<file path="src/ppfm_pkg.sv">
// Constants for the port pin function multiplexer.
// Assumes a 32-bit classic Wishbone slave with registers one per aligned word.
package ppfm_pkg;
  localparam int unsigned PT_W = 8;
  localparam int unsigned PS_W = 4;
  localparam int unsigned PM_W = 6;
  localparam int unsigned PP_W = 8;
  localparam int unsigned PWM_T_W = 5;
  localparam int unsigned PWM_P_W = 6;
  localparam int unsigned SYNC_W = PT_W + PS_W + PM_W + PP_W;
  // Register indices; byte address is four times the index
  localparam logic [2:0] IDX_DATA = 3'h0;
  localparam logic [2:0] IDX_INPUT = 3'h1;
  localparam logic [2:0] IDX_DIR = 3'h2;
  localparam logic [2:0] IDX_DRIVE = 3'h3;
  localparam logic [2:0] IDX_PULL_EN = 3'h4;
  localparam logic [2:0] IDX_PULL_SEL = 3'h5;
  localparam logic [2:0] IDX_RESERVED = 3'h6;
  localparam logic [2:0] IDX_ROUTE = 3'h7;
  // Values after reset
  localparam logic [7:0] RST_PORT_T = 8'h00;
  localparam logic [4:0] RST_ROUTE = 5'h00;
  localparam logic [SYNC_W-1:0] RST_SYNC = 26'h0000000;
  // Port M pin positions
  localparam int unsigned PM_SPI_LO = 2;
  localparam int unsigned PM_CAN_TX = 1;
  localparam int unsigned PM_CAN_RX = 0;
  // Port P pin sampled for the internal ROM enable
  localparam int unsigned PP_ROM_PIN = 6;
  // Port S pin positions
  localparam int unsigned PS_SCI_TX = 1;
  localparam int unsigned PS_SCI_RX = 0;
endpackage

</file>
<file path="src/ppfm_top.sv">
// Pin function multiplexer for ports T, S, M and P with the port T registers.
// Assumes pins arrive asynchronous, peripherals run on clk_i, and the
// GPIO controls of ports S and P come from their own register groups.
// Overview of operation
// - A shared pin goes to the enabled function of highest fixed priority.
// - Port T shows PWM only when routed; PWM beats timer beats GPIO.
// - After reset all port T pins are plain GPIO inputs.
// - Port S pin 1 carries serial transmit when active, else GPIO.
// - Port S pin 0 feeds serial receive when active; pins 3, 2 GPIO.
// - Port M pins 5..2 carry SPI lines, pins 1, 0 carry CAN lines.
// - Port P gives PWM priority, else GPIO with interrupt; pin 6 samples ROM enable.
// - Port T registers decode at indices 0 to 5 and 7, one bit per pin.
// - Routing register maps PWM onto port T; routed channels drive both ports.
//
// Register access over Wishbone was chosen for this implementation.
module ppfm_top (
  input wire logic clk_i,
  input wire logic rst_i,
  input wire logic wb_cyc_i,
  input wire logic wb_stb_i,
  input wire logic wb_we_i,
  input wire logic [4:0] wb_adr_i,
  input wire logic [3:0] wb_sel_i,
  input wire logic [31:0] wb_dat_i,
  output logic [31:0] wb_dat_o,
  output logic wb_ack_o,
  input wire logic [7:0] port_t_pin_in_i,
  output logic [7:0] port_t_pin_out_o,
  output logic [7:0] port_t_pin_oe_o,
  output logic [7:0] port_t_drive_reduce_o,
  output logic [7:0] port_t_pull_enable_o,
  output logic [7:0] port_t_pull_select_o,
  input wire logic [7:0] timer_out_i,
  input wire logic [7:0] timer_out_en_i,
  output logic [7:0] timer_channel_pin_o,
  input wire logic [5:0] pwm_i,
  input wire logic [5:0] pwm_en_i,
  input wire logic [3:0] port_s_pin_in_i,
  output logic [3:0] port_s_pin_out_o,
  output logic [3:0] port_s_pin_oe_o,
  input wire logic [3:0] port_s_gpio_out_i,
  input wire logic [3:0] port_s_gpio_dir_i,
  output logic [3:0] port_s_level_o,
  input wire logic sci_tx_i,
  input wire logic sci_tx_en_i,
  input wire logic sci_rx_en_i,
  output logic sci_rx_o,
  input wire logic [5:0] port_m_pin_in_i,
  output logic [5:0] port_m_pin_out_o,
  output logic [5:0] port_m_pin_oe_o,
  input wire logic [3:0] spi_out_i,
  input wire logic [3:0] spi_oe_i,
  output logic [3:0] spi_in_o,
  input wire logic can_transmit_pin_i,
  output logic can_receive_pin_o,
  output logic [5:0] port_m_level_o,
  input wire logic [7:0] port_p_pin_in_i,
  output logic [7:0] port_p_pin_out_o,
  output logic [7:0] port_p_pin_oe_o,
  input wire logic [7:0] port_p_gpio_out_i,
  input wire logic [7:0] port_p_gpio_dir_i,
  output logic [7:0] port_p_level_o,
  output logic internal_rom_enable_input_o
);

  logic [ppfm_pkg::SYNC_W-1:0] sync1;
  logic [ppfm_pkg::SYNC_W-1:0] sync2;
  logic [7:0] port_t_data;
  logic [7:0] port_t_direction;
  logic [7:0] port_t_drive_reduce;
  logic [7:0] port_t_pull_enable;
  logic [7:0] port_t_pull_select;
  logic [4:0] pwm_route_to_port_t;
  logic ack;
  logic [31:0] rd_data;
  logic rom_enable;

  wire [7:0] t_level = sync2[25:18];
  wire [3:0] s_level = sync2[17:14];
  wire [5:0] m_level = sync2[13:8];
  wire [7:0] p_level = sync2[7:0];

  // Bus decode
  wire req = wb_cyc_i && wb_stb_i;
  wire [2:0] idx = wb_adr_i[4:2];
  wire wr_en = req && wb_we_i && ack && wb_sel_i[0];
  wire wr_data = wr_en && (idx == ppfm_pkg::IDX_DATA);
  wire wr_dir = wr_en && (idx == ppfm_pkg::IDX_DIR);
  wire wr_drive = wr_en && (idx == ppfm_pkg::IDX_DRIVE);
  wire wr_pull_en = wr_en && (idx == ppfm_pkg::IDX_PULL_EN);
  wire wr_pull_sel = wr_en && (idx == ppfm_pkg::IDX_PULL_SEL);
  wire wr_route = wr_en && (idx == ppfm_pkg::IDX_ROUTE);
  wire [7:0] wbyte = wb_dat_i[7:0];

  // Read selection, one byte per aligned word, upper bits zero
  logic [7:0] rd_byte;
  always_comb begin
    if (idx == ppfm_pkg::IDX_DATA) begin
      rd_byte = port_t_data;
    end else if (idx == ppfm_pkg::IDX_INPUT) begin
      rd_byte = t_level;
    end else if (idx == ppfm_pkg::IDX_DIR) begin
      rd_byte = port_t_direction;
    end else if (idx == ppfm_pkg::IDX_DRIVE) begin
      rd_byte = port_t_drive_reduce;
    end else if (idx == ppfm_pkg::IDX_PULL_EN) begin
      rd_byte = port_t_pull_enable;
    end else if (idx == ppfm_pkg::IDX_PULL_SEL) begin
      rd_byte = port_t_pull_select;
    end else if (idx == ppfm_pkg::IDX_ROUTE) begin
      rd_byte = {3'h0, pwm_route_to_port_t};
    end else begin
      rd_byte = 8'h00;
    end
  end
  assign rd_data = {24'h000000, rd_byte};

  // Two-stage synchroniser for every pin input
  always_ff @(posedge clk_i) begin
    if (rst_i) begin
      sync1 <= ppfm_pkg::RST_SYNC;
      sync2 <= ppfm_pkg::RST_SYNC;
    end else begin
      sync1 <= {port_t_pin_in_i, port_s_pin_in_i, port_m_pin_in_i, port_p_pin_in_i};
      sync2 <= sync1;
    end
  end

  // Wishbone answer one cycle after the request, dropped the cycle after
  always_ff @(posedge clk_i) begin
    if (rst_i) begin
      ack <= 1'b0;
      wb_dat_o <= 32'h00000000;
    end else begin
      ack <= req && !ack;
      if (req && !ack) begin
        wb_dat_o <= rd_data;
      end
    end
  end
  assign wb_ack_o = ack;

  // Port T registers; writes to the input level index are ignored
  always_ff @(posedge clk_i) begin
    if (rst_i) begin
      port_t_data <= ppfm_pkg::RST_PORT_T;
      port_t_direction <= ppfm_pkg::RST_PORT_T;
      port_t_drive_reduce <= ppfm_pkg::RST_PORT_T;
      port_t_pull_enable <= ppfm_pkg::RST_PORT_T;
      port_t_pull_select <= ppfm_pkg::RST_PORT_T;
      pwm_route_to_port_t <= ppfm_pkg::RST_ROUTE;
    end else begin
      if (wr_data) begin
        port_t_data <= wbyte;
      end
      if (wr_dir) begin
        port_t_direction <= wbyte;
      end
      if (wr_drive) begin
        port_t_drive_reduce <= wbyte;
      end
      if (wr_pull_en) begin
        port_t_pull_enable <= wbyte;
      end
      if (wr_pull_sel) begin
        port_t_pull_select <= wbyte;
      end
      if (wr_route) begin
        pwm_route_to_port_t <= wbyte[4:0];
      end
    end
  end

  // Pad controls follow the registers regardless of the selected function
  assign port_t_drive_reduce_o = port_t_drive_reduce;
  assign port_t_pull_enable_o = port_t_pull_enable;
  assign port_t_pull_select_o = port_t_pull_select;

  // Port T priority per pin: routed PWM, then timer, then GPIO
  logic [7:0] t_pwm_sel;
  logic [7:0] t_pwm_val;
  genvar gi;
  generate
    for (gi = 0; gi < 8; gi++) begin : g_port_t
      if (gi < ppfm_pkg::PWM_T_W) begin : g_pwm
        assign t_pwm_sel[gi] = pwm_route_to_port_t[gi] && pwm_en_i[gi];
        assign t_pwm_val[gi] = pwm_i[gi];
      end else begin : g_nopwm
        assign t_pwm_sel[gi] = 1'b0;
        assign t_pwm_val[gi] = 1'b0;
      end
      assign port_t_pin_out_o[gi] = t_pwm_sel[gi] ? t_pwm_val[gi] :
                                    timer_out_en_i[gi] ? timer_out_i[gi] :
                                    port_t_data[gi];
      assign port_t_pin_oe_o[gi] = t_pwm_sel[gi] || timer_out_en_i[gi] ||
                                   port_t_direction[gi];
    end
  endgenerate
  assign timer_channel_pin_o = t_level;

  // Port S: serial transmit and receive over GPIO
  assign port_s_pin_out_o = {port_s_gpio_out_i[3:2],
                             sci_tx_en_i ? sci_tx_i : port_s_gpio_out_i[1],
                             port_s_gpio_out_i[0]};
  assign port_s_pin_oe_o = {port_s_gpio_dir_i[3:2],
                            sci_tx_en_i || port_s_gpio_dir_i[1],
                            !sci_rx_en_i && port_s_gpio_dir_i[0]};
  assign sci_rx_o = sci_rx_en_i ? s_level[ppfm_pkg::PS_SCI_RX] : 1'b1;
  assign port_s_level_o = s_level;

  // Port M: SPI on pins 5..2, CAN on pins 1, 0
  assign port_m_pin_out_o = {spi_out_i, can_transmit_pin_i, 1'b0};
  assign port_m_pin_oe_o = {spi_oe_i, 1'b1, 1'b0};
  assign spi_in_o = m_level[5:2];
  assign can_receive_pin_o = m_level[ppfm_pkg::PM_CAN_RX];
  assign port_m_level_o = m_level;

  // Port P: PWM over GPIO; levels feed the pin interrupt logic
  wire [7:0] p_pwm_sel = {2'h0, pwm_en_i};
  wire [7:0] p_pwm_val = {2'h0, pwm_i};
  assign port_p_pin_out_o = (p_pwm_sel & p_pwm_val) | (~p_pwm_sel & port_p_gpio_out_i);
  assign port_p_pin_oe_o = p_pwm_sel | port_p_gpio_dir_i;
  assign port_p_level_o = p_level;

  // Strap synchroniser runs through reset; the main one is held at zero there
  logic strap_sync1;
  logic strap_sync2;
  always_ff @(posedge clk_i) begin
    strap_sync1 <= port_p_pin_in_i[ppfm_pkg::PP_ROM_PIN];
    strap_sync2 <= strap_sync1;
  end

  // ROM enable strap caught while reset is held, kept after release
  always_ff @(posedge clk_i) begin
    if (rst_i) begin
      rom_enable <= strap_sync2;
    end
  end
  assign internal_rom_enable_input_o = rom_enable;

  // Checks: port T reset, priority and input sync
  a_reset_gpio: assert property (@(posedge clk_i)
    $past(rst_i) && !rst_i |-> pwm_route_to_port_t == 5'h00 && port_t_direction == 8'h00)
    else $error("port T not GPIO input after reset");
  a_pwm_over_timer: assert property (@(posedge clk_i) disable iff (rst_i)
    pwm_route_to_port_t[0] && pwm_en_i[0] && timer_out_en_i[0] |->
    port_t_pin_out_o[0] == pwm_i[0] && port_t_pin_oe_o[0])
    else $error("routed PWM lost to timer on port T");
  a_timer_over_gpio: assert property (@(posedge clk_i) disable iff (rst_i)
    !t_pwm_sel[7] && timer_out_en_i[7] |->
    port_t_pin_out_o[7] == timer_out_i[7] && port_t_pin_oe_o[7])
    else $error("timer lost to GPIO on port T");
  a_unrouted_gpio: assert property (@(posedge clk_i) disable iff (rst_i)
    !pwm_route_to_port_t[1] && !timer_out_en_i[1] |->
    port_t_pin_out_o[1] == port_t_data[1] && port_t_pin_oe_o[1] == port_t_direction[1])
    else $error("unrouted PWM reached port T");
  a_unrouted_timer: assert property (@(posedge clk_i) disable iff (rst_i)
    !pwm_route_to_port_t[2] && timer_out_en_i[2] |->
    port_t_pin_out_o[2] == timer_out_i[2] && port_t_pin_oe_o[2])
    else $error("unrouted pin not given to the timer");
  a_no_pwm_high: assert property (@(posedge clk_i) disable iff (rst_i)
    !timer_out_en_i[5] |->
    port_t_pin_out_o[5] == port_t_data[5] && port_t_pin_oe_o[5] == port_t_direction[5])
    else $error("port T pin 5 left GPIO without cause");
  a_route_both: assert property (@(posedge clk_i) disable iff (rst_i)
    pwm_route_to_port_t[3] && pwm_en_i[3] |->
    port_t_pin_out_o[3] == pwm_i[3] && port_p_pin_out_o[3] == pwm_i[3])
    else $error("routed PWM not on both ports");
  a_input_sync: assert property (@(posedge clk_i) disable iff (rst_i)
    !$past(rst_i) && !$past(rst_i, 2) |->
    timer_channel_pin_o == $past(port_t_pin_in_i, 2))
    else $error("port T level not two cycles behind the pin");

  // Checks: ports S, M and P
  a_sci_tx_pin: assert property (@(posedge clk_i) disable iff (rst_i)
    sci_tx_en_i |-> port_s_pin_out_o[1] == sci_tx_i && port_s_pin_oe_o[1])
    else $error("serial transmit not on port S pin 1");
  a_sci_tx_off: assert property (@(posedge clk_i) disable iff (rst_i)
    !sci_tx_en_i |->
    port_s_pin_out_o[1] == port_s_gpio_out_i[1] && port_s_pin_oe_o[1] == port_s_gpio_dir_i[1])
    else $error("port S pin 1 GPIO fallback wrong");
  a_sci_rx_pin: assert property (@(posedge clk_i) disable iff (rst_i)
    sci_rx_en_i |-> !port_s_pin_oe_o[0] && sci_rx_o == s_level[0])
    else $error("serial receive pin misdriven");
  a_sci_rx_idle: assert property (@(posedge clk_i) disable iff (rst_i)
    !sci_rx_en_i |-> sci_rx_o && port_s_pin_oe_o[0] == port_s_gpio_dir_i[0])
    else $error("port S pin 0 GPIO fallback wrong");
  a_s_gpio_only: assert property (@(posedge clk_i) disable iff (rst_i)
    port_s_pin_out_o[3:2] == port_s_gpio_out_i[3:2] &&
    port_s_pin_oe_o[3:2] == port_s_gpio_dir_i[3:2])
    else $error("port S pins 3 and 2 not plain GPIO");
  a_spi_can_map: assert property (@(posedge clk_i) disable iff (rst_i)
    port_m_pin_out_o[5:1] == {spi_out_i, can_transmit_pin_i} && !port_m_pin_oe_o[0])
    else $error("port M function map wrong");
  a_port_p_pwm: assert property (@(posedge clk_i) disable iff (rst_i)
    pwm_en_i[5] |-> port_p_pin_out_o[5] == pwm_i[5] && port_p_pin_oe_o[5])
    else $error("PWM lost on port P");
  a_p_gpio_fallback: assert property (@(posedge clk_i) disable iff (rst_i)
    !pwm_en_i[0] |->
    port_p_pin_out_o[0] == port_p_gpio_out_i[0] && port_p_pin_oe_o[0] == port_p_gpio_dir_i[0])
    else $error("port P GPIO fallback wrong");
  a_strap_hold: assert property (@(posedge clk_i) disable iff (rst_i)
    !$past(rst_i) |-> $stable(internal_rom_enable_input_o))
    else $error("ROM enable strap changed outside reset");

  // Checks: bus and registers
  a_ack_next: assert property (@(posedge clk_i) disable iff (rst_i)
    wb_cyc_i && wb_stb_i && !wb_ack_o |=> wb_ack_o)
    else $error("request not answered in the next cycle");
  a_ack_single: assert property (@(posedge clk_i) disable iff (rst_i)
    wb_ack_o |=> !wb_ack_o)
    else $error("ack held two cycles");
  a_dir_write: assert property (@(posedge clk_i) disable iff (rst_i)
    wb_ack_o && wb_we_i && wb_sel_i[0] && idx == ppfm_pkg::IDX_DIR |=>
    port_t_direction == $past(wb_dat_i[7:0]))
    else $error("direction write not stored");
  a_data_write: assert property (@(posedge clk_i) disable iff (rst_i)
    wb_ack_o && wb_we_i && wb_sel_i[0] && idx == ppfm_pkg::IDX_DATA |=>
    port_t_data == $past(wb_dat_i[7:0]))
    else $error("data write not stored");
  a_route_write: assert property (@(posedge clk_i) disable iff (rst_i)
    wb_ack_o && wb_we_i && wb_sel_i[0] && idx == ppfm_pkg::IDX_ROUTE |=>
    pwm_route_to_port_t == $past(wb_dat_i[4:0]))
    else $error("routing write not stored");
  a_sel_ignored: assert property (@(posedge clk_i) disable iff (rst_i)
    wb_ack_o && wb_we_i && !wb_sel_i[0] |=>
    $stable(port_t_data) && $stable(port_t_direction) && $stable(pwm_route_to_port_t))
    else $error("write with low byte lane disabled changed a register");
  a_reserved_zero: assert property (@(posedge clk_i) disable iff (rst_i)
    wb_ack_o && !wb_we_i && idx == ppfm_pkg::IDX_RESERVED |-> wb_dat_o == 32'h00000000)
    else $error("reserved index read not zero");
  a_input_mirror: assert property (@(posedge clk_i) disable iff (rst_i)
    wb_ack_o && !wb_we_i && idx == ppfm_pkg::IDX_INPUT |->
    wb_dat_o == {24'h000000, $past(t_level)})
    else $error("input level read wrong");

  // Main scenarios
  c_route_write: cover property (@(posedge clk_i) disable iff (rst_i)
    wr_route ##1 pwm_route_to_port_t != 5'h00);
  c_input_read: cover property (@(posedge clk_i) disable iff (rst_i)
    wb_ack_o && !wb_we_i && idx == ppfm_pkg::IDX_INPUT);
  c_pwm_on_t: cover property (@(posedge clk_i) disable iff (rst_i)
    t_pwm_sel[0] && timer_out_en_i[0]);
  c_strap_set: cover property (@(posedge clk_i)
    $past(rst_i) && !rst_i && internal_rom_enable_input_o);
  c_sci_both: cover property (@(posedge clk_i) disable iff (rst_i)
    sci_rx_en_i && sci_tx_en_i);

endmodule

</file>
<file path="config.mk">
export PLATFORM = sky130hd
export DESIGN_NAME = ppfm_top
export DESIGN_NICKNAME = d
export VERILOG_FILES = /design/src/ppfm_pkg.sv /design/src/ppfm_top.sv
export SDC_FILE = /design/constraint.sdc
export NUM_CORES = 1
export LEC_CHECK = 0
export BUFFER_PORTS_ARGS = -buffer_cell sky130_fd_sc_hd__buf_2
export CAP_MARGIN = 20
export CORE_UTILIZATION = 39
export CTS_BUF_LIST = sky130_fd_sc_hd__clkbuf_16
export CTS_CLUSTER_SIZE = 10
export DETAILED_ROUTE_END_ITERATION = 8
export GPL_TIMING_DRIVEN = 0
export HOLD_SLACK_MARGIN = 0.1
export MAX_ROUTING_LAYER = met4
export PLACE_DENSITY_LB_ADDON = 0.25
export SETUP_SLACK_MARGIN = 0.02
export SYNTH_ARGS = -nofsm -noshare
export SYNTH_HDL_FRONTEND = slang
export SYNTH_SLANG_ARGS = --single-unit
</file>
<file path="constraint.sdc">
create_clock -name clk_i -period 1.5 [get_ports clk_i]
set_input_delay 0.075 -clock clk_i [delete_from_list [all_inputs] [get_ports clk_i]]
set_output_delay 0.075 -clock clk_i [all_outputs]
set_load 0.02 [all_outputs]
</file>
======== Yosys cells after proc, flatten, opt, wreduce, memory -nomap -nowiden ========
Index checks and enable logic that the tools add are counted.
storage, ports and cells
  latch bits .............................. 0
  input port bits ......................... 136
  register bits ........................... 109
  memory bits (read-only) ................. 0
  RAM bits ................................ 0
  output and inout port bits .............. 142
  memories ................................ 0
  word-level logic and storage cells ...... 80
operators by class
  multiplexer cells ....................... 22
  add/subtract/negate cells ............... 0
  bitwise operators ....................... 5
  reductions and logical operators ........ 34
  shift operators ......................... 0
  magnitude comparators ................... 0
  div/mod/pow operators ................... 0
  $mul .................................... 0
  equal/unequal tests ..................... 6
operators with widths
  operator                                        count
  2-to-1 mux 8 bit                                6
  logical AND 1 bit                               17
  bitwise OR 6 x 8 -> 8 bit                       2
  2-to-1 mux 1 bit                                15
  logical OR 1 bit                                14
  == test 3 bit (second input constant)           3
  bitwise AND 8 bit                               1
  NOT 6 -> 8 bit                                  1
  bitwise AND 6 bit                               1
  == test 3 x 2 -> 1 bit (second input constant)  2
  2-to-1 mux 5 bit                                1
  == test 3 x 1 -> 1 bit (second input constant)  1
  zero test 3 bit                                 1
  zero test 1 bit                                 2

======== Longest topological paths before layout ========
Gate-level depths: netlist (run 1).
  depth after elaboration ................. 8
  gate-level depth with buffers ........... 7

======== Worst setup path before layout (run 1) ========
No wires, ideal clock.
  kind .................................... register to register
  from .................................... register ack, in the netlist wb_ack_o
  to ...................................... register port_t_pull_select[0], in the netlist port_t_pull_select_o[0]
  arrival time ............................ 1,550 ps
  period minus slack after synthesis ...... 1,678 ps
  stages on the path, launching flop included .. 6
  required time ........................... 1,372 ps
  slack ................................... -178 ps
  path through ............................ dfxtp_1 > nand4_4 > or4_1 > buf_2 > mux2i_1 > nor2_1
on the way
  longest elaborated chain between the ends .. 3
ends and longest elaborated chain
  element                         RTL line         text
  start: declaration              ppfm_top.sv:74   logic ack;
  start signal: assignment        ppfm_top.sv:135  ack <= req && !ack;
  logical AND 1 bit (2 in a row)  ppfm_top.sv:86   wire wr_en = req && wb_we_i && ack && wb_sel_i[0];
  logical AND 1 bit               ppfm_top.sv:91   wire wr_pull_sel = wr_en && (idx == ppfm_pkg::IDX_PULL_SEL);
  end signal: assignment          ppfm_top.sv:150  port_t_pull_select <= ppfm_pkg::RST_PORT_T;
  end signal: assignment          ppfm_top.sv:166  port_t_pull_select <= wbyte;
  end: declaration                ppfm_top.sv:72   logic [7:0] port_t_pull_select;
Every way passes these cells.
A chain may end at the register's enable or synchronous reset.

======== Worst setup path in the final report (run 1) ========
Ends and elaborated chain as after synthesis.

==> results of run 1 <==
[cell type report]
class | count | area, µm² | area share
plain buffers | 73 | 518 | 0.0768
clock buffers | 9 | 225 | 0.0334
clock inverters | 7 | 85.1 | 0.0126
inverters | 2 | 7.51 | 0.00111
multi-input cells | 309 | 2090 | 0.310
flip-flops and latches | 109 | 2200 | 0.326
well taps | 143 | 179 | 0.0265
repair buffers | 245 | 1440 | 0.214
[worst max path at each step]
stage | to | slack [ns] | depth (start not counted)
detailed placement | port_t_direction[2] | -0.27 | 4
floorplan | port_t_pull_select_o[0] | 0.007 | 5
global route | port_t_pull_select_o[3] | -0.08 | 5
global placement | port_t_data[4] | -0.25 | 4
CTS | port_t_pull_enable_o[4] | -0.02 | 6
finish | port_t_pull_select_o[0] | -0.01 | 5
[cell usage after synthesis, drive strengths merged, types with 2 or more instances]
| cell | instances | share of area |
|---|---|---|
| conb | 2 | 0.0016 |
| nand2b | 4 | 0.0053 |
| mux2 | 11 | 0.026 |
| nand2 | 22 | 0.018 |
| o21ai | 2 | 0.0021 |
| inv | 2 | 0.0016 |
| nor4 | 4 | 0.015 |
| or4 | 3 | 0.0048 |
| o22ai | 3 | 0.0040 |
| nor2 | 69 | 0.055 |
| dfxtp | 108 | 0.46 |
| nor2b | 55 | 0.074 |
| nor3b | 2 | 0.0032 |
| or2 | 11 | 0.015 |
| a21oi | 8 | 0.0086 |
| o2bb2ai | 4 | 0.0075 |
| mux2i | 67 | 0.14 |
| buf | 62 | 0.096 |
| nor3 | 3 | 0.0032 |
| clkbuf | 11 | 0.0088 |
| a211oi | 7 | 0.011 |
| mux4 | 4 | 0.019 |
[critical path: cells and delay by family (launching register included)]
family                 cells  cell delay, ns
and+or+nand+nor            3            0.69
muxes                      1            0.15
DFF                        1            0.36
buffers and inverters      1            0.17
[stage by stage]
stage / instance area (µm²) / setup WS [ns] / hold WS, ns
after detailed placement: 5980 / -0.266 / 0.196
after global placement: 5980 / -0.250 / 0.196
after CTS: 6730 / -0.0154 / 0.134
after floorplan: 4790 / 0.00716 / 0.103
after global routing: 6740 / -0.0757 / 0.187
final: 6740 / -0.0128 / 0.183
[flip-flops by register name (all words and copies together) (netlist names)]
register / count
port_t_direction: 8
wb_dat_o: 8
port_t_drive_reduce_o: 8
strap_sync1: 1
port_t_pull_select_o: 8
strap_sync2: 1
port_t_data: 8
internal_rom_enable_input_o: 1
port_t_pull_enable_o: 8
wb_ack_o: 1
sync2: 26
pwm_route_to_port_t: 5
sync1: 26
[layout by cell type (no fill, tap or decap), drive strengths merged]
master / n
a211oi: 7
a21oi: 8
buf: 272
clkbuf: 20
clkinv: 2
clkinvlp: 1
conb: 27
dfxtp: 108
dlygate4sd3: 35
edfxtp: 1
inv: 6
mux2: 11
mux2i: 67
mux4: 4
nand2: 22
nand2b: 4
nand3b: 1
nand4: 1
nor2: 69
nor2b: 55
nor3: 3
nor3b: 2
nor4: 4
o21ai: 2
o22ai: 3
o2bb2ai: 4
or2: 11
or2b: 1
or4: 3
[per-layer routing]
layer / vias up / wire length (µm) / track usage / share of wire
met5: - / 0 / - / 0
met4: 0 / 56 / 0.0324 / 0.0044
met3: 8 / 890 / 0.0474 / 0.070
met2: 173 / 6390 / 0.365 / 0.51
met1: 1883 / 5310 / 0.248 / 0.42
li1: 2037 / - / - / -
[power by group]
group,internal (W),switching (W),leakage (nW)
clock network,0.00120,0.00117,0.149
registers,0.00298,0.0000281,0.894
logic,0.000446,0.000524,2.31
total,0.00463,0.00172,3.35
[cells by family after synthesis]
group,count (synthesis)
and+or+nand+nor,176
AOI/OAI and AO/OA,24
other,2
buffers and inverters,75
DFF,109
muxes,82
[repair_timing]
action	in CTS	in global routing
endpoints found under the setup margin	45	47
setup buffers	8	0
pin swaps	3	2
resized for setup	5	5
hold endpoints to repair	73	0
hold buffers	35	0
==> results.md, run 1 <==
Yosys:
- The most used flip-flop cell after synthesis is sky130_fd_sc_hd__dfxtp_1.
- The number of library cell types mapped by synthesis is 31.
- The Yosys step of the flow raised 0 warnings.
- The async set-reset flop share out of synthesis is 0.
- The portion of synthesized area spent on multiplexers is 0.189.
- A synthesized cell averages 10.0 µm².
- The xor-xnor portion of the synthesized cell area is 0.
- The compound-cell area share of the yosys netlist came to 0.0334.
- For this run, the register share of the synthesized area comes to 0.469.
- Yosys mapped a number of flops with a built-in enable equal to 1.
- The cell count after synthesis is 468.
- The cell area after synthesis is 4680 µm².
- The post-synthesis simple-gate area fraction is 0.201.
- The register bit count reported by yosys is 109.
- Of the total synthesized cell area, the portion taken by full adders, half adders and majority gates is 0.
- After synthesis, the largest family of logic cells by area is simple AND/OR/NAND/NOR gates.

Worst setup path:
- In this run the critical register-to-register path is captured at port_t_pull_select_o[0].
- The element type at the critical path end is a flop.
- The kind of critical path is reg2reg.
- Along the worst path, the maximum fanout reaches 8.
- The critical path goes through nand4_4, or4_4, buf_12, mux2i_1, nor2_1.
- The data arrival time of the worst path is 1.71 ns.
- The nature of the critical path startpoint is a flop.
- The required time of the worst setup path is 1.70 ns.
- The standard cell with the maximum stage delay on the critical path is sky130_fd_sc_hd__or4_4.
- The number of cells traversed by the worst register-to-register path is 5.
- The worst register-to-register path begins at wb_ack_o.
- The reg2reg setup slack is -0.01 ns.
- The startpoint of the worst setup timing path is wb_ack_o.
- The maximum single-stage delay on the critical path is 0.52 ns.

Power:
- The total power density per cell area is 941 nW/µm².
- The sum of internal, switching and leakage power is 0.00635 W.
- The cell leakage power is 3.35 nW.
- The maximum vdd drop is 0.666 mV.

Place:
- The number of placed instances, taps included is 838.
- The number of port buffers is 202.
- The final HPWL from detailed placement is 9190 µm.
- The global placement routability congestion is ~0.83.

Route:
- The first-pass iteration count of the detailed router is 7.
- The via density per instance is between 4 and 5.
- For this run, design rule violations remaining after detail routing come to 16.
- After detailed routing, the average wire length per cell comes to roughly 14 µm.
- The iteration-0 DRC count of the detailed router is 157.
- The wire length reported by the detailed router is 12600 µm.
- The number of nets still failing antenna checks after routing is 0.
- The number of vias in the routed layout is 4101.

Clock network:
- The clock latency on the worst-skew pair is 0.34 ns.
- The CTS tree is yes.
- Clock-pin slew was measured on the worst setup and hold paths at 0.07 ns.
- The number of buffers inserted during clock tree synthesis is 9.
- The worst-case clock buffer depth is 2.
- The number of levels the H-tree was split into is 3.
- The master cell of the clock root buffer is sky130_fd_sc_hd__clkbuf_16.
- CTS saw 109 sinks.

Floorplanning:
- The floorplan has 39 rows.
- The region available for standard cell placement spans between 10000 and 15000 µm².
- The initial core utilization is 0.405.
- The die extent in y is 112 µm.
- The die covers 12400 µm².
- The die is roughly 110 µm wide.
- The number of top-level design ports is 278.

Worst hold path:
- The worst hold path endpoint is wb_ack_o.
- The classification of the worst-slack hold path is in2reg.
- The number of instances on the worst hold path is 3.
- The launch instance of the worst min-delay path is wb_stb_i.

Timing:
- Across all setup checks in the final design, the least slack found is -0.0128 ns.
- The ratio of final minimum period to clock period is 1.01.
- For the final routed database, the setup TNS stands at -0.0183 ns.
- Setup repair after global routing could not meet its margin everywhere.
- The worst pin sits at a relative slew slack of 0.574.
- Between clock sinks in the finished design, the worst skew comes to about 0.0065 ns.
- Setup violations remaining at the end of the flow were counted as 2.
- The number of endpoints with negative hold slack in the final report came to 0.
- Timing would allow up to 0.661 GHz.
- The worst path in the final design needs a cycle of 1.51 ns, including I/O delays and setup.
- The measured slew at the worst slew-check pin is 0.640 ns.
- The total count of max-transition violations in the final report is 0.

Finish:
- The number of fill cells in the layout is between 1000 and 1500.
- From synthesis to final layout, the design area changed by 44.2%.
- The repair_antennas step left the layout with diodes totalling 0.
- After the last flow step, the layout net total stands at approximately 900.
- The count of non-filler cells in the finished layout is 897.
- Of the cells placed in the final design, the portion with a size suffix greater than 1 is 0.422.
- For this run, the share of the core covered by cells in the final layout is 0.583.

Global route:
- Across every metal layer, demand over resource in global routing totals 0.208.
- The via count of the first global-routing pass is ~3900.
- After global routing the overflow that remains totals 0.
- The wire length of the first global-routing pass is 19800 µm.
- The initial antenna violation count is 0.
- The pin count of the biggest net entering global routing is 23.

Job:
- The tool flagged a number of max-cap violations equal to 0.

Outcome:
- The run finished, with violations left.
- The final reports fail on DRC, setup timing.
No activity file was read; power rests on OpenSTA's default activity.
==> inputs of run 2 (changes only) <==
Settings changed: ABC_AREA from default to 1, CORE_UTILIZATION 39 to 40.
==> run 2 against run 1 <==
  * The run ends with DRC left
  * Utilization is 0.99 points higher
  * Cell count grew 19%
  * Maximum frequency up 10%
  * Synthesized area grew 2.2%
  * Highest routed layer unchanged
==> results.md, run 2 <==
Outcome:
- The flow ran to the end, but the final reports show violations.
- The final reports fail on DRC.

Timing:
- The total count of max-transition violations in the final report is 0.
- The setup clock skew after layout is between 0.004 and 0.005 ns.
- The final critical delay including setup and external delays is between 1 and 1.5 ns.
- The ratio of final minimum period to clock period is 0.916.
- In the final timing run, aggregate negative setup slack is 0 ns.
- The measured slew at the worst slew-check pin is 0.699 ns.
- Setup violations remaining at the end of the flow were counted as 0.
- Timing would allow up to 0.728 GHz.
- Setup repair after global routing left no endpoint under its margin.
- The worst relative slew slack is 0.534.
- The number of endpoints with negative hold slack in the final report is 0.
- The minimum hold slack is 0.182 ns.

Clock network:
- The clock latency on the worst-skew pair is 0.35 ns.
- The master cell of the clock root buffer is sky130_fd_sc_hd__clkbuf_16.
- No sink is reached through more buffers than the 2 on the longest clock path.
- The H-tree was split into 3 levels.
- Clock-pin slew was measured on the worst setup and hold paths at roughly 0.080 ns.
- TritonCTS created 9 clock buffers.
- TritonCTS built the clock tree.
- The clock net in this run drives a total of 109 sinks.

Yosys:
- The share of synthesized area in the top cell type comes to 0.452.
- The synthesized design contains 109 register bits.
- The synthesized netlist contains 36 unique library cells.
- The async set-reset flop share out of synthesis is 0.
- Yosys printed 0 warnings.
- The cell area after synthesis is ~4800 µm².
- The average instance area after synthesis is 7.48 µm².
- The part of the Yosys area used for sequential elements is 0.459.
- The biggest area contributor in the post-synthesis netlist is sky130_fd_sc_hd__dfxtp_1.
- Sorting the synthesized cells by how often they occur yields sky130_fd_sc_hd__nand2_1 (138), sky130_fd_sc_hd__dfxtp_1 (108), sky130_fd_sc_hd__nor2_1 (102).
- Among all flip-flop cells after synthesis, the most frequent one is sky130_fd_sc_hd__dfxtp_1.
- The cell count after synthesis came out at approximately 640.
- The number of enable flip-flop cells after synthesis is 1.
- Sorting the synthesized cells by area gives the leading types as sky130_fd_sc_hd__dfxtp_1 (45%), sky130_fd_sc_hd__nand2_1 (11%), sky130_fd_sc_hd__buf_4 (8.0%).
- sky130_fd_sc_hd__nand2_1 is the most common cell in the netlist.

Finish:
- The library cell used most frequently in the layout, excluding fill and tap cells, is sky130_fd_sc_hd__buf_2.
- The filler cells instantiated in the layout total 1070.
- The number of diodes is 0.
- The largest registers in the layout are sync1 x26, sync2 x26.
- The area growth from synthesis to layout is 42.9%.
- The library cells used most frequently in the layout, excluding fill and tap cells, are sky130_fd_sc_hd__buf_2 (202), sky130_fd_sc_hd__nand2_1 (138), sky130_fd_sc_hd__dfxtp_1 (107).
- Of the cells placed in the final design, the portion with a size suffix greater than 1 is 0.357.
- At the end of the flow, the number of nets in the layout was 1058.

Worst setup path:
- The nature of the critical path startpoint is a flop.
- For the worst setup path, the data required time is 1.71 ns.
- The kind of critical path is reg2reg.
- The data arrival time of the worst path is ~1.6 ns.
- Along the worst path, the maximum fanout reaches 10.
- The worst setup path is captured at a flop.

Job:
- The max-capacitance violation count is 0.

Power:
- Dividing total power by cell area gives a power density of 938 nW/µm².
- The maximum vdd drop is about 0.64 mV.
- The cell leakage power is roughly 3.5 nW.
- The sum of internal, switching and leakage power is 0.00640 W.

Route:
- The count of nets left with antenna violations once routing finished came out at 0.
- Dividing the detail-routed via count by the number of cells gives 4.43.
- The iteration-0 DRC count of the detailed router is 270.
- The wire length reported by the detailed router is 13300 µm.
- The first detailed-routing pass ran for 7 iterations.
- The number of vias in the routed layout is ~4700.
- The number of remaining DRC errors is 40.
- The average wire length per cell after detail routing is 12.4 µm.

Global route:
- The met2 routing resource usage after global routing is 0.393.
- The initial antenna violation count is 0.
- The wire length of the first global-routing pass is 21100 µm.
- The met1 track demand over resource in global routing is 0.257.
- Across every metal layer, demand over resource in global routing totals 0.225.
- For met3 alone, demand over resource in global routing was 0.0492.
- The residual overflow from global routing is 0.
- The most used routing layer is met2.
- Entering global routing, the biggest net connects 23 pins.
- The via count of the first global-routing pass is approximately 4400.

Place:
- Port buffering added 200 buffers.
- The global placement routability congestion is 0.858.
- The final HPWL from detailed placement is 9900 µm.

Floorplanning:
- The site row count is 39.
- The number of top-level design ports is 278.
- The core region is roughly 12000 µm².
- The die extent in y is 111 µm.
- The initial utilization of the core area, before any placement, comes to 0.415.
- The die covers 12400 µm².
- The die is 111 µm wide.

Worst hold path:
- The tightest min-delay check is of the in2reg type.
run 2: cell count changes after synthesis, moves of 6 or more:
cell,previous run,this run
sky130_fd_sc_hd__a21oi_1,8,45
sky130_fd_sc_hd__inv_1,2,86
sky130_fd_sc_hd__inv_2,0,8
sky130_fd_sc_hd__mux2_2,11,3
sky130_fd_sc_hd__mux2i_1,67,0
sky130_fd_sc_hd__nand2_1,22,138
sky130_fd_sc_hd__nand4_1,0,10
sky130_fd_sc_hd__nor2_1,69,102
sky130_fd_sc_hd__nor2_4,0,6
sky130_fd_sc_hd__nor2b_1,55,0
sky130_fd_sc_hd__o21ai_0,2,13
run 2: cells by family (layout without fill, tap and decap cells):
family | after synthesis | count (layout) | share of synthesized area
simple gates | 286 | 286 | 0.264
buf+inv | 164 | 427 | 0.178
flops | 109 | 109 | 0.459
compound gates | 75 | 75 | 0.0906
mux | 3 | 3 | 0.00707
other cells | 2 | 27 | 0.00157
run 2: layout make-up:
type                       count  area [µm²]  area share
timing repair buffer         247        1440       0.211
clock buffer                   9         225      0.0330
clock inverter                 7        88.8      0.0130
buffer                        68         483      0.0707
tap                          143         179      0.0262
sequential                   109        2190       0.321
multi-input combinational    391        1850       0.270
inverter                      96         373      0.0546
run 2: repair_timing:
action                                 CTS  global route
pin swaps                                1             5
setup buffers                            1            11
hold buffers                            35             0
endpoints found under the hold margin   71             0
setup endpoints to repair               13            29
gates resized for setup                  1             6
run 2: metrics by stage:
| stage | worst slack, ns | cells | cell area, µm² | util |
|---|---|---|---|---|
| after floorplan | 0.121 | 664 | 4870 | - |
| after global placement | -0.0141 | 1007 | 6050 | 0.526 |
| after detailed placement | -0.00843 | 1007 | 6050 | 0.526 |
| after CTS | 0.0201 | 1059 | 6730 | 0.584 |
| after global routing | 0.0257 | 1070 | 6830 | 0.593 |
| final | 0.126 | 1070 | 6830 | 0.593 |
run 2: metal layers:
layer,vias to the layer above,routed length [µm],share of wire
li1,2455,-,-
met1,2048,5560,0.42
met2,221,6460,0.49
met3,21,981,0.074
met4,0,272,0.020
met5,-,0,0
run 2: worst max-delay path: stages, from the launching register on:
cell and delay (ns):
sky130_fd_sc_hd__dfxtp_2 0.35, sky130_fd_sc_hd__nand3_2 0.10, sky130_fd_sc_hd__nor2_4 0.16, sky130_fd_sc_hd__inv_4 0.10, sky130_fd_sc_hd__nor2_4 0.14, sky130_fd_sc_hd__inv_2 0.06, sky130_fd_sc_hd__buf_6 0.14, sky130_fd_sc_hd__nor2_1 0.13
sky130_fd_sc_hd__a211oi_2 0.04
run 2: power breakdown:
part / switching (W) / internal, W
Combinational: 0.000556 / 0.000412
Clock: 0.00122 / 0.00121
Sequential: 0.0000281 / 0.00298
run 2: final timing paths:
check | cells after the start | endpoint | slack, ns | start
worst max-delay path | 8 | port_t_data[5] | 0.13 | wb_ack_o
worst min-delay path | 5 | port_t_direction[1] | 0.18 | wb_adr_i[3]
worst max register to register | 8 | port_t_data[5] | 0.13 | wb_ack_o
worst min register to register | 0 | strap_sync2 | 0.33 | strap_sync1
